==> config.mk <==
export PLATFORM = sky130hd
export DESIGN_NAME = quad_dac_ctrl
export DESIGN_NICKNAME = d
export VERILOG_FILES = /design/src/verilog/quad_dac_pkg.sv /design/src/verilog/quad_dac_ctrl.sv /design/src/verilog/pin_sync.sv /design/src/verilog/serial_shifter.sv
export VERILOG_INCLUDE_DIRS = /design/src /design/src/verilog
export SDC_FILE = /design/constraint.sdc
export NUM_CORES = 1
export LEC_CHECK = 0
export ABC_AREA = 1
export BUFFER_PORTS_ARGS = -buffer_cell sky130_fd_sc_hd__buf_4
export CORE_MARGIN = 4
export CORE_UTILIZATION = 39
export DETAILED_ROUTE_END_ITERATION = 16
export HOLD_SLACK_MARGIN = 0.15
export PLACE_DENSITY = 0.57
export SETUP_SLACK_MARGIN = 0.05
export SYNTH_ARGS = -nofsm -noshare
export SYNTH_HDL_FRONTEND = slang
export SYNTH_SLANG_ARGS = --single-unit
==> constraint.sdc <==
create_clock -name pclk -period 1.54 [get_ports pclk]
set_input_delay 0.308 -clock pclk [delete_from_list [all_inputs] [get_ports pclk]]
set_output_delay 0.308 -clock pclk [all_outputs]
set_load 0.005 [all_outputs]
==> src/verilog/quad_dac_params.svh <==
// Constants for the quad converter pin-strap and serial-port block.
// Included by the package and by every design file that needs a number.
`ifndef QUAD_DAC_PARAMS_SVH
`define QUAD_DAC_PARAMS_SVH

// APB register byte offsets
`define OFF_CTRL       8'h00
`define OFF_STATUS     8'h04
`define OFF_MASK       8'h08
`define OFF_STRAP      8'h0c
`define OFF_RXWORD     8'h10
`define OFF_CODE0      8'h14
`define OFF_CODE3      8'h20

// Control register fields
`define CTRL_ALARM     0
`define CTRL_EDGE      1
`define CTRL_SYNC_LSB  4
`define CTRL_RESET     32'h0000_0000

// Writable bits of the control and mask registers
`define CTRL_WMASK     32'h0000_00f3
`define MASK_WMASK     32'h0000_000f

// Synchroniser reset: frame select idles high; strobe stage low so no false fall
`define PIN_SYNC_RST   7'h40

// Status and mask bits
`define ST_FRAME       0
`define ST_LOAD        1
`define ST_CRC         2
`define ST_REF         3
`define ST_W           4

// Strap readback bits
`define SP_GAIN        0
`define SP_REF_DIVIDE_STRAP      1
`define SP_RSTLVL      2
`define SP_DONE        3

// Serial frame layout
`define FRAME_W        24
`define FRAME_BITS     5'd24
`define CH_LSB         16
`define CH_MSB         17
`define CODE_W         16
`define CODE_ZERO      16'h0000
`define CODE_MID       16'h8000

// Cycles after reset release before straps are taken (two sync stages plus one)
`define STRAP_SETTLE   2'd3

`endif

==> src/verilog/quad_dac_pkg.sv <==
// Types shared by the quad converter control block.
// Assumes quad_dac_params.svh is on the include path.
`include "quad_dac_params.svh"

package quad_dac_pkg;
	typedef logic [`CODE_W-1:0] code_t;
	typedef enum logic [0:0] {
		FRM_IDLE   = 1'b0,
		FRM_ACTIVE = 1'b1
	} frame_state_e;
endpackage

==> src/verilog/quad_dac_ctrl.sv <==
// Pin-strap, load-strobe and serial-port control of a four-channel converter.
// Assumes an APB master on pclk; all pins are asynchronous to pclk.
//
// Behaviour
// - Gain strap is sampled after every reset, low gives gain 1 and high gain 2.
// - Later changes on the gain and divider straps have no effect.
// - At reset all four codes go to zero scale, or midscale if the level select is high.
// - Divider strap is sampled after every reset, high halves the reference.
// - A falling load strobe updates together every channel set for synchronous mode.
// - With the load strobe tied low, channels not in synchronous mode still update.
// - Low frame select delimits each serial frame, its rising edge ends it.
// - The input shift register shifts only while frame select is low.
// - One serial input bit is captured on each falling serial clock edge.
// - Outside fault mode, serial output is released whenever frame select is high.
// - Shift register contents leave on the edge chosen by the output edge bit.
// - After reset the shared pin acts as serial output, not as fault output.
// - In fault mode the shared pin is an active-low open-drain fault signal.
//
// Chosen here: the APB register port and the register offsets.
`timescale 1ns/1ns
`default_nettype none
`include "quad_dac_params.svh"

module quad_dac_ctrl
	import quad_dac_pkg::*;
(
	input  wire logic                pclk,
	input  wire logic                presetn,
	input  wire logic                psel,
	input  wire logic                penable,
	input  wire logic                pwrite,
	input  wire logic [7:0]          paddr,
	input  wire logic [31:0]         pwdata,
	output logic      [31:0]         prdata,
	output logic                     pready,
	output logic                     pslverr,
	output logic                     irq,
	input  wire logic                gain_strap,
	input  wire logic                reset_level_select,
	input  wire logic                ref_divide_strap,
	input  wire logic                load_strobe_n,
	input  wire logic                frame_sel_n,
	input  wire logic                serial_clk,
	input  wire logic                serial_in,
	input  wire logic                ref_alarm,
	output logic                     serial_out_or_fault_o,
	output logic                     serial_out_or_fault_oe,
	output logic                     gain_x2,
	output logic                     ref_div2,
	output logic [3:0][`CODE_W-1:0]  dac_code
);
	logic [6:0]              pins_s;
	logic                    gain_s, rst_s, ref_divide_strap_s, load_strobe_n_s, fs_s, sclk_s, sdi_s, ref_s;
	logic [31:0]             ctrl_q, mask_q;
	logic [`ST_W-1:0]        status_q, st_set;
	logic [`FRAME_W-1:0]     shift_q, rx_q;
	logic [4:0]              count_q;
	logic                    sdo_q, sclk_rise, sclk_fall;
	logic [1:0]              settle_q;
	logic                    strap_done_q, strap_take, rst_lvl_q;
	logic                    load_strobe_n_prev_q, ref_prev_q, load_strobe_n_fall;
	frame_state_e            frame_q;
	logic                    frame_end, word_ok, frame_bad;
	logic [1:0]              wch;
	code_t                   pend_q [4];
	logic                    wr_en, rd_en, mapped;
	logic [31:0]             rd_mux;

	pin_sync #(.W(7), .RST(`PIN_SYNC_RST)) u_sync (
		.clk   (pclk),
		.rst_n (presetn),
		.d     ({frame_sel_n, load_strobe_n, gain_strap, reset_level_select,
		         ref_divide_strap, serial_clk, {serial_in}}),
		.q     (pins_s)
	);

	assign {fs_s, load_strobe_n_s, gain_s, rst_s, ref_divide_strap_s, sclk_s, sdi_s} = pins_s;

	pin_sync #(.W(1), .RST(1'b0)) u_sync_ref (
		.clk   (pclk),
		.rst_n (presetn),
		.d     (ref_alarm),
		.q     (ref_s)
	);

	// Straps are taken once the synchronisers hold real pin levels
	always_ff @(posedge pclk or negedge presetn) begin
		if (!presetn) begin
			settle_q     <= '0;
			strap_done_q <= 1'b0;
		end else if (!strap_done_q) begin
			settle_q     <= settle_q + 2'd1;
			strap_done_q <= (settle_q == `STRAP_SETTLE);
		end
	end

	assign strap_take = !strap_done_q && (settle_q == `STRAP_SETTLE);

	always_ff @(posedge pclk or negedge presetn) begin
		if (!presetn) begin
			gain_x2   <= 1'b0;
			ref_div2  <= 1'b0;
			rst_lvl_q <= 1'b0;
		end else if (strap_take) begin
			gain_x2   <= gain_s;
			ref_div2  <= ref_divide_strap_s;
			rst_lvl_q <= rst_s;
		end
	end

	always_ff @(posedge pclk or negedge presetn) begin
		if (!presetn)
			frame_q <= FRM_IDLE;
		else begin
			case (frame_q)
				FRM_IDLE:   if (!fs_s) frame_q <= FRM_ACTIVE;
				FRM_ACTIVE: if (fs_s) frame_q <= FRM_IDLE;
				default:    frame_q <= FRM_IDLE;
			endcase
		end
	end

	assign frame_end = (frame_q == FRM_ACTIVE) && fs_s;
	assign word_ok   = frame_end && (count_q == `FRAME_BITS);
	assign frame_bad = frame_end && (count_q != `FRAME_BITS);
	assign wch       = shift_q[`CH_MSB:`CH_LSB];

	serial_shifter u_shift (
		.clk       (pclk),
		.rst_n     (presetn),
		.enable    (frame_q == FRM_ACTIVE && !fs_s),
		.sclk_s    (sclk_s),
		.sdi_s     (sdi_s),
		.edge_sel  (ctrl_q[`CTRL_EDGE]),
		.shift_q   (shift_q),
		.count_q   (count_q),
		.sdo_q     (sdo_q),
		.sclk_rise (sclk_rise),
		.sclk_fall (sclk_fall)
	);

	always_ff @(posedge pclk or negedge presetn) begin
		if (!presetn)
			rx_q <= '0;
		else if (word_ok)
			rx_q <= shift_q;
	end

	// No false edge if the strobe is low from reset
	always_ff @(posedge pclk or negedge presetn) begin
		if (!presetn) begin
			load_strobe_n_prev_q <= 1'b0;
			ref_prev_q  <= 1'b0;
		end else begin
			load_strobe_n_prev_q <= load_strobe_n_s;
			ref_prev_q  <= ref_s;
		end
	end

	assign load_strobe_n_fall = load_strobe_n_prev_q && !load_strobe_n_s;

	// Pending codes for synchronous channels and live output codes
	always_ff @(posedge pclk or negedge presetn) begin
		if (!presetn) begin
			dac_code <= '0;
			for (int i = 0; i < 4; i++)
				pend_q[i] <= `CODE_ZERO;
		end else if (strap_take) begin
			for (int i = 0; i < 4; i++) begin
				dac_code[i] <= rst_s ? `CODE_MID : `CODE_ZERO;
				pend_q[i]   <= rst_s ? `CODE_MID : `CODE_ZERO;
			end
		end else begin
			if (load_strobe_n_fall) begin
				for (int i = 0; i < 4; i++)
					if (ctrl_q[`CTRL_SYNC_LSB+i])
						dac_code[i] <= pend_q[i];
			end
			if (word_ok) begin
				pend_q[wch] <= shift_q[`CODE_W-1:0];
				if (!ctrl_q[`CTRL_SYNC_LSB+wch])
					dac_code[wch] <= shift_q[`CODE_W-1:0];
			end
		end
	end

	// Wrong bit count stands in for a frame check error
	assign st_set = {ref_s & ~ref_prev_q, frame_bad, load_strobe_n_fall, word_ok};

	always_comb begin
		if (ctrl_q[`CTRL_ALARM]) begin
			serial_out_or_fault_o  = 1'b0;
			serial_out_or_fault_oe = status_q[`ST_CRC] | status_q[`ST_REF];
		end else begin
			serial_out_or_fault_o  = sdo_q;
			serial_out_or_fault_oe = !fs_s;
		end
	end

	// APB slave, zero wait states; read data latched in the setup cycle
	assign wr_en  = psel && penable && pwrite;
	assign rd_en  = psel && !penable;
	assign pready = 1'b1;
	assign mapped = (paddr[1:0] == 2'b00) && (paddr <= `OFF_CODE3);

	always_comb begin
		rd_mux = '0;
		case (paddr)
			`OFF_CTRL:   rd_mux = ctrl_q;
			`OFF_STATUS: rd_mux[`ST_W-1:0] = status_q;
			`OFF_MASK:   rd_mux = mask_q;
			`OFF_STRAP:  rd_mux[3:0] = {strap_done_q, rst_lvl_q, ref_div2, gain_x2};
			`OFF_RXWORD: rd_mux[`FRAME_W-1:0] = rx_q;
			default: begin
				if (mapped && paddr >= `OFF_CODE0)
					rd_mux[`CODE_W-1:0] = dac_code[2'(paddr[4:2] - 3'd5)];
			end
		endcase
	end

	always_ff @(posedge pclk or negedge presetn) begin
		if (!presetn) begin
			prdata  <= '0;
			pslverr <= 1'b0;
		end else if (rd_en) begin
			prdata  <= rd_mux;
			pslverr <= !mapped;
		end
	end

	always_ff @(posedge pclk or negedge presetn) begin
		if (!presetn) begin
			ctrl_q <= `CTRL_RESET;
			mask_q <= '0;
		end else if (wr_en && paddr == `OFF_CTRL) begin
			ctrl_q <= pwdata & `CTRL_WMASK;
		end else if (wr_en && paddr == `OFF_MASK) begin
			mask_q <= pwdata & `MASK_WMASK;
		end
	end

	// Set wins over a write-one clear in the same cycle
	always_ff @(posedge pclk or negedge presetn) begin
		if (!presetn)
			status_q <= '0;
		else if (wr_en && paddr == `OFF_STATUS)
			status_q <= (status_q & ~pwdata[`ST_W-1:0]) | st_set;
		else
			status_q <= status_q | st_set;
	end

	assign irq = |(status_q & mask_q[`ST_W-1:0]);
endmodule

`default_nettype wire

==> src/verilog/pin_sync.sv <==
// Two-flop synchroniser for a group of pins.
// Assumes each bit is an independent level from outside the pclk domain.
`timescale 1ns/1ns
`default_nettype none

module pin_sync #(
	parameter int         W   = 1,
	parameter logic [W-1:0] RST = '0
) (
	input  wire logic         clk,
	input  wire logic         rst_n,
	input  wire logic [W-1:0] d,
	output logic      [W-1:0] q
);
	logic [W-1:0] meta_q;

	always_ff @(posedge clk or negedge rst_n) begin
		if (!rst_n) begin
			meta_q <= RST;
			q      <= RST;
		end else begin
			meta_q <= d;
			q      <= meta_q;
		end
	end
endmodule

`default_nettype wire

==> src/verilog/serial_shifter.sv <==
// Serial shift engine: finds serial clock edges and shifts data in and out.
// Assumes sclk, sdi are already synchronised to clk.
`timescale 1ns/1ns
`default_nettype none
`include "quad_dac_params.svh"

module serial_shifter
	import quad_dac_pkg::*;
(
	input  wire logic                clk,
	input  wire logic                rst_n,
	input  wire logic                enable,
	input  wire logic                sclk_s,
	input  wire logic                sdi_s,
	input  wire logic                edge_sel,
	output logic [`FRAME_W-1:0]      shift_q,
	output logic [4:0]               count_q,
	output logic                     sdo_q,
	output logic                     sclk_rise,
	output logic                     sclk_fall
);
	logic sclk_prev_q;

	always_ff @(posedge clk or negedge rst_n) begin
		if (!rst_n)
			sclk_prev_q <= 1'b0;
		else
			sclk_prev_q <= sclk_s;
	end

	assign sclk_rise = sclk_s & ~sclk_prev_q;
	assign sclk_fall = ~sclk_s & sclk_prev_q;

	// Bits enter on the falling edge only inside the frame
	always_ff @(posedge clk or negedge rst_n) begin
		if (!rst_n) begin
			shift_q <= '0;
			count_q <= '0;
		end else if (!enable) begin
			count_q <= '0;
		end else if (sclk_fall) begin
			shift_q <= {shift_q[`FRAME_W-2:0], sdi_s};
			if (count_q != 5'h1f)
				count_q <= count_q + 5'h01;
		end
	end

	// Output changes on the edge picked by edge_sel (0 rising, 1 falling)
	always_ff @(posedge clk or negedge rst_n) begin
		if (!rst_n)
			sdo_q <= 1'b0;
		else if (!enable)
			sdo_q <= shift_q[`FRAME_W-1];
		else if (edge_sel ? sclk_fall : sclk_rise)
			sdo_q <= shift_q[`FRAME_W-1];
	end
endmodule

`default_nettype wire

* Word level (Yosys, flattened, before mapping)
Cells that the tools add are included.
Widths: inputs -> output; s select.
** Storage, ports and cells
- Input bits :: 53
- Register bits :: 247
- Output and inout bits :: 103
** Operators by class
- Bitwise logic cells :: 14
- Multiplexer cells :: 37
- Order comparisons :: 8
- $add $sub $neg :: 4
- Equality and inequality tests :: 11
- Reductions and logical operators :: 29
** Operators by type and width (count)
- $mux 64 :: 7
- $mux 16 :: 9
- $bwmux 64 :: 2
- $demux 16 s2 :: 2
- $pmux 12 s3 :: 1
- $bmux 16 s2 :: 1
- $pmux 4 s5 :: 1
- $eq 8x4->1 const B :: 2
- $logic_and 1x1->1 :: 16
- $mux 5 :: 3
- $ne 5x5->1 const B :: 2
- $and 4x4->4 :: 2
- $eq 8x3->1 const B :: 1
- $eq 8x5->1 const B :: 1
- $ge 8x5->1 const B :: 1
- $le 8x6->1 const B :: 1
- $logic_not 8->1 :: 1
- $mux 1 :: 8
- $mux 8 :: 1
- $or 4x4->4 :: 2
- $lt 2x3->1 const B :: 2
- $lt 4x6->1 const B :: 1
- $ne 2x2->1 const B :: 3
- $reduce_and 2->1 :: 3
- 21 further kinds :: 30

* Longest topological paths before layout
- Depth in word-level cells :: 8
- Mapped depth :: 13

* By module
A second synthesis with hierarchy kept.
** Unflattened totals
- Cells, all modules :: 1388
- Area total of the unflattened synthesis :: 11408.4 um^2
** By module, submodules not included
- quad_dac_ctrl :: sequential area each 5004.8 um^2, cells an instance 1223, area an instance 9675.5 um^2, times used 1
- serial_shifter :: sequential area each 775.7 um^2, cells an instance 149, area an instance 1330.0 um^2, times used 1
- pin_sync at u_sync :: sequential area each 352.8 um^2, cells an instance 14, area an instance 352.8 um^2, times used 1
- pin_sync at u_sync_ref :: sequential area each 50.0 um^2, cells an instance 2, area an instance 50.0 um^2, times used 1

* Worst setup path after synthesis
OpenSTA, ideal clock, no wires.
- Path kind :: input port to flip-flop
- Start point :: input paddr[2]
- End point :: register prdata[11]
- Slack :: -480 ps
- Path buffers :: 4
- Setup time :: 77 ps
- Required time :: 1463 ps
- Stages on the path :: 10
- Arrival time :: 1943 ps
- Cell sequence :: buf_2 -> inv_1 -> clkbuf_1 -> ha_1 -> clkbuf_1 -> clkbuf_1 -> o21ai_0 -> o21ai_0 -> nand2_1 -> a21oi_1
** On the way
- Word-level cells in the longest chain between the ends :: 5
- Elaborated cells between the ends (all ways) :: 15
** RTL lines
- start, declared :: line quad_dac_ctrl.sv:32 : input wire logic [7:0] paddr,
- $le 8x6->1 (no line) or $sub 2x1->2 (tied branches)
- $logic_and 1x1->1 or $bmux 16 s2 (tied branches) :: line quad_dac_ctrl.sv:204, quad_dac_ctrl.sv:216
- $logic_and 1x1->1 (no line) or $mux 16 (tied branches)
- $mux 16 :: line quad_dac_ctrl.sv:215 : if (mapped && paddr >= `OFF_CODE0)
- $pmux 12 s3 * :: line quad_dac_ctrl.sv:208 : case (paddr)
- end signal, assigned :: line quad_dac_ctrl.sv:226 : prdata <= rd_mux;
- end, declared :: line quad_dac_ctrl.sv:34 : output logic [31:0] prdata,
Every way passes the cells marked *; elsewhere a longest branch is shown, timed or not. The select of a mux whose other input is x is not followed.
A chain may end at the register's enable or synchronous reset.

* Worst setup path after layout
- Start point :: register u_shift.count_q[0]
- End point :: register dac_code[29] (netlist name)
** On the way
- Word-level cells in the longest chain between the ends :: 4
** RTL lines
- start, declared :: line serial_shifter.sv:17 : output logic [4:0] count_q,
- start signal, assigned :: line serial_shifter.sv:44 : count_q <= count_q + 5'h01;
- $eq 5x5->1 (no line)
- $logic_and 1x1->1 :: line quad_dac_ctrl.sv:124 : assign word_ok = frame_end && (count_q == `FRAME_BITS);
- $mux 64 :: line quad_dac_ctrl.sv:179 : if (word_ok) begin
- $mux 64 :: line quad_dac_ctrl.sv:168 : end else if (strap_take) begin
- end signal, assigned by index :: line quad_dac_ctrl.sv:170 : dac_code[i] <= rst_s ? `CODE_MID : `CODE_ZERO;
- end signal, assigned by index :: line quad_dac_ctrl.sv:177 : dac_code[i] <= pend_q[i];
- end signal, assigned by index :: line quad_dac_ctrl.sv:182 : dac_code[wch] <= shift_q[`CODE_W-1:0];
- end, declared :: line quad_dac_ctrl.sv:50 : output logic [3:0][`CODE_W-1:0] dac_code
Every way passes these cells.

==> flow_summary.yaml <==
yosys:
  synthCells: 1406
  synth_xor_area_share_pct: 0.07600
  ys_ff_latch: 247
  yosys_warnings: 0
  syn-cell-area_um2: 11520
  syn_area_per_cell_um2: 8.197
  synth-seq-area-share_pct: 53.65
  muxShareOfSynthArea_pct: 1.856
  synth_compound_area_share_pct: 10.82
  synth-simple-area-share_pct: 25.25
  synth_top_family_by_area: "simple AND/OR/NAND/NOR gates"
  synthAdderAreaFrac_pct: 0.9771
  synth_cell_types: 32
pwr:
  p_leak_uw: 0.008316
  power_density_nw_per_um2: 1006
  clkPwrFrac_pct: 44.0
  sw_frac_of_total_pct: 25.94
  ir_drop_uv: 732.7
  p_switching_uw: 4057
  power_frac_comb_pct: 11.1
  p_int_uw: 11580
  seqPwrFrac_pct: 44.9
drt:
  drc: 0
  viasPerCell: 5.102
  routed_wl_um: 36820
  vias: 10390
  dr.pass1.iters: 8
  wl_per_cell_um: 18.09
  drt_iter0_markers: 837
  ant_nets: 0
timing:
  layout_min_cycle_time_ps: 1866
  timing.final.hold_violations: 0
  whs_ps: 242.8
  rsz0062_at_grt: "yes"
  min_period_over_period_pct: 121.2
  relSlewSlack_pct: 59.38
  fin_skew_ps: 13.38
  max_freq_mhz: 535.8
  setup_viol: 160
  setup_slack_ps: -326.4
  tightest_slew_ps: 608.6
  final_max_slew_viol_count: 0
global_route:
  grt_max_degree: 50
  gr-max-usage-layer: "met1"
  antenna_found_initial: 0
  track_usage_pct: 21.63
  grt_use_met3_pct: 3.719
  grt_use_met2_pct: 32.55
  grt_pass1_wl_um: 56770
  gr-usage-met1_pct: 33.16
  first_global_vias: 9915
  grt_overflow: 0
critical_path:
  path_delay_family: "simple AND/OR/NAND/NOR gates"
  start_kind: "flip-flop"
  cp.arrival_ps: 2340
  critPathMaxFanout: 8
  critPathRequiredTime_ps: 2020
  cp_slowest_stage_delay_ps: 380
  crit_path_end_kind: "flip-flop"
  critPathKind: "flip-flop to flip-flop"
  critPathBufInv: 4
  critPathSlowestCell: "dfrtp_1"
  cp_cell_sequence: "inv_2, ha_1, nand4_1, nor2_4, buf_6, buf_12, nand3_4, clkbuf_16, nand2_2, nand2_1, nor2_1"
layout:
  ff_latch_area_um2: 6185
  final_area_um2: 15540
  diodes: 0
  fill_cells: 2669
  synthToLayoutAreaGrowth_pct: 34.86
  drive_above_1_share_pct: 26.82
  finalNonFillerCells: 2036
  multi_input_area_um2: 4972
  nets: 1693
clock_network:
  cts_buffers: 28
  cts_tree: "yes"
  h-tree-depth: 1
  clock_latency_ps: 550
  path_clk_slew_ps: 60
  clock_sinks: 247
  cts_buffer_depth: 3
  ctsRootBufferMaster: "clkbuf_16"
status:
  violations: "negative setup slack"
  status: "finished with violations"
place:
  place.gp.congestion: 0.8739
  place_ws_ps: -269.7
  dpl.hpwl_um: 24880
  io_buffers: 122
  dp.cells: 1947
  placed_area_um2: 13760
floorplan:
  start_util_pct: 39.83
  core_um2: 28940
  io_pins: 156
  row_count: 62
  fp.dieArea_um2: 32370
  die_y_um: 179.9
  die_w_um: 179.9
hold_path:
  hp-class: "primary input to asynchronous set/reset pin"
flow_run:
  drv_cap: 0
-- placed cells by master, fill, tap and decap left out, types with 5 or more instances in the layout --
master         count
o21ai_2            8
nand4_1            8
conb_1             9
clkbuf_16         33
mux2_2            18
dlygate4sd3_1     17
nand2_4           18
clkbuf_1           6
dfrtp_1          244
o22ai_2            5
nor2_2             9
nand2_2           30
clkbuf_8           8
o21ai_1           54
buf_6              9
a21oi_1           37
nor2_1           177
nand3_2           18
o22ai_1            6
inv_1             99
o21ai_0          122
nand3_1           94
buf_4            210
ha_1               5
nor2_4             5
nand2_1          320
inv_2             13
buf_12            25
-- logic make-up (layout without fill, tap and decap cells) --
group | Yosys count | count (layout)
AND/OR/NAND/NOR | 690 | 691
flip-flops | 247 | 247
AO/OA/AOI/OAI | 242 | 242
buffers and inverters | 196 | 434
multiplexers | 19 | 19
adder cells (fa/ha/maj) | 9 | 9
other | 2 | 9
XOR/XNOR | 1 | 1
-- metal layers --
layer | share of wire [%] | up-vias
li1 | - | 4963
met1 | 48 | 4998
met2 | 44 | 381
met3 | 6.5 | 46
met4 | 1.7 | 0
met5 | 0 | -
-- cell type report --
type	instances	share of cell area, %
Multi-Input combinational cell	971	31.99
Inverter	115	2.858
Tap cell	384	3.091
Clock inverter	8	0.6199
Timing Repair Buffer	268	16.12
Clock buffer	43	5.522
Sequential cell	247	39.79
-- power groups by stage --
stage          Clock [µW]  Sequential [µW]  Combinational, µW
5_1_grt              7290             7050               1920
3_3_place_gp            0             7110               1630
6_report             6880             7020               1740
4_1_cts              7000             7000               1710
2_1_floorplan           0             7020                764
3_5_place_dp            0             7110               1650
-- synthesized netlist by cell type (all sizes together) --
cell type  number  area [µm²]
xnor2           1       8.760
buf            39       251.5
clkbuf         42       157.7
mux2           19       214.0
nor2          192       762.0
o21ai         184       920.9
inv           115       431.7
dfrtp         245        6131
o31ai           2       15.01
dfstp           2       52.55
ha              9       112.6
nor3            5       25.02
nand4           8       50.05
nand2         369        1393
o221ai          1       8.760
o211ai          4       30.03
o22ai          11       68.82
a21oi          40       204.0
conb            2       7.510
nand3         116       680.7
-- sequential cells by signal (all words and copies together) (netlist names), 2 cells and up --
register and count:
dac_code 64, pend_q 64, prdata 24, rx_q 24, u_shift.shift_q 24, u_sync.meta_q 7
u_sync.q 7, ctrl_q 6, u_shift.count_q 5, mask_q 4, status_q 4, settle_q 2
-- what timing repair did --
action                                 4_1_cts  5_1_grt
hold buffers                                17        0
gates cloned                                 1        5
pin swaps                                    8       10
setup endpoints to repair                  179      188
endpoints found under the hold margin      267        0
resized for setup                           39       96
buffers inserted                            13        2
-- stage by stage --
| stage | setup TNS [ps] | power [µW] | utilization [%] |
|---|---|---|---|
| finish | -36790 | 15640 | 53.71 |
| global route | -48210 | 16270 | 53.71 |
| CTS | -21140 | 15710 | 52.35 |
| detailed placement | -27310 | 8756 | 47.56 |
| global placement | -25160 | 8741 | 47.56 |
| floorplan | -6151 | 7787 | - |
-- worst register-to-register path, stage by stage (launching register included) --
cell and delay, ps:
dfrtp_1 380, inv_2 60, ha_1 140, nand4_1 180, nor2_4 210, buf_6 130
buf_12 130, nand3_4 150, clkbuf_16 220, nand2_2 60, nand2_1 50, nor2_1 100
-- final timing paths --
kind / start / to / slack, ps / cells past startpoint
worst max-delay path: u_shift.count_q[0] / dac_code[29] / -330 / 11
worst min-delay path: presetn / u_shift.count_q[0] / 240 / 2
worst max register to register: u_shift.count_q[0] / dac_code[29] / -330 / 11
worst min register to register: u_sync.meta_q[3] / u_sync.q[3] / 350 / 0
max in group asynchronous: presetn / u_sync.meta_q[6] / 710 / 3
min in group pclk: penable / prdata[3] / 300 / 5
Power figures use the tool's default switching activity.
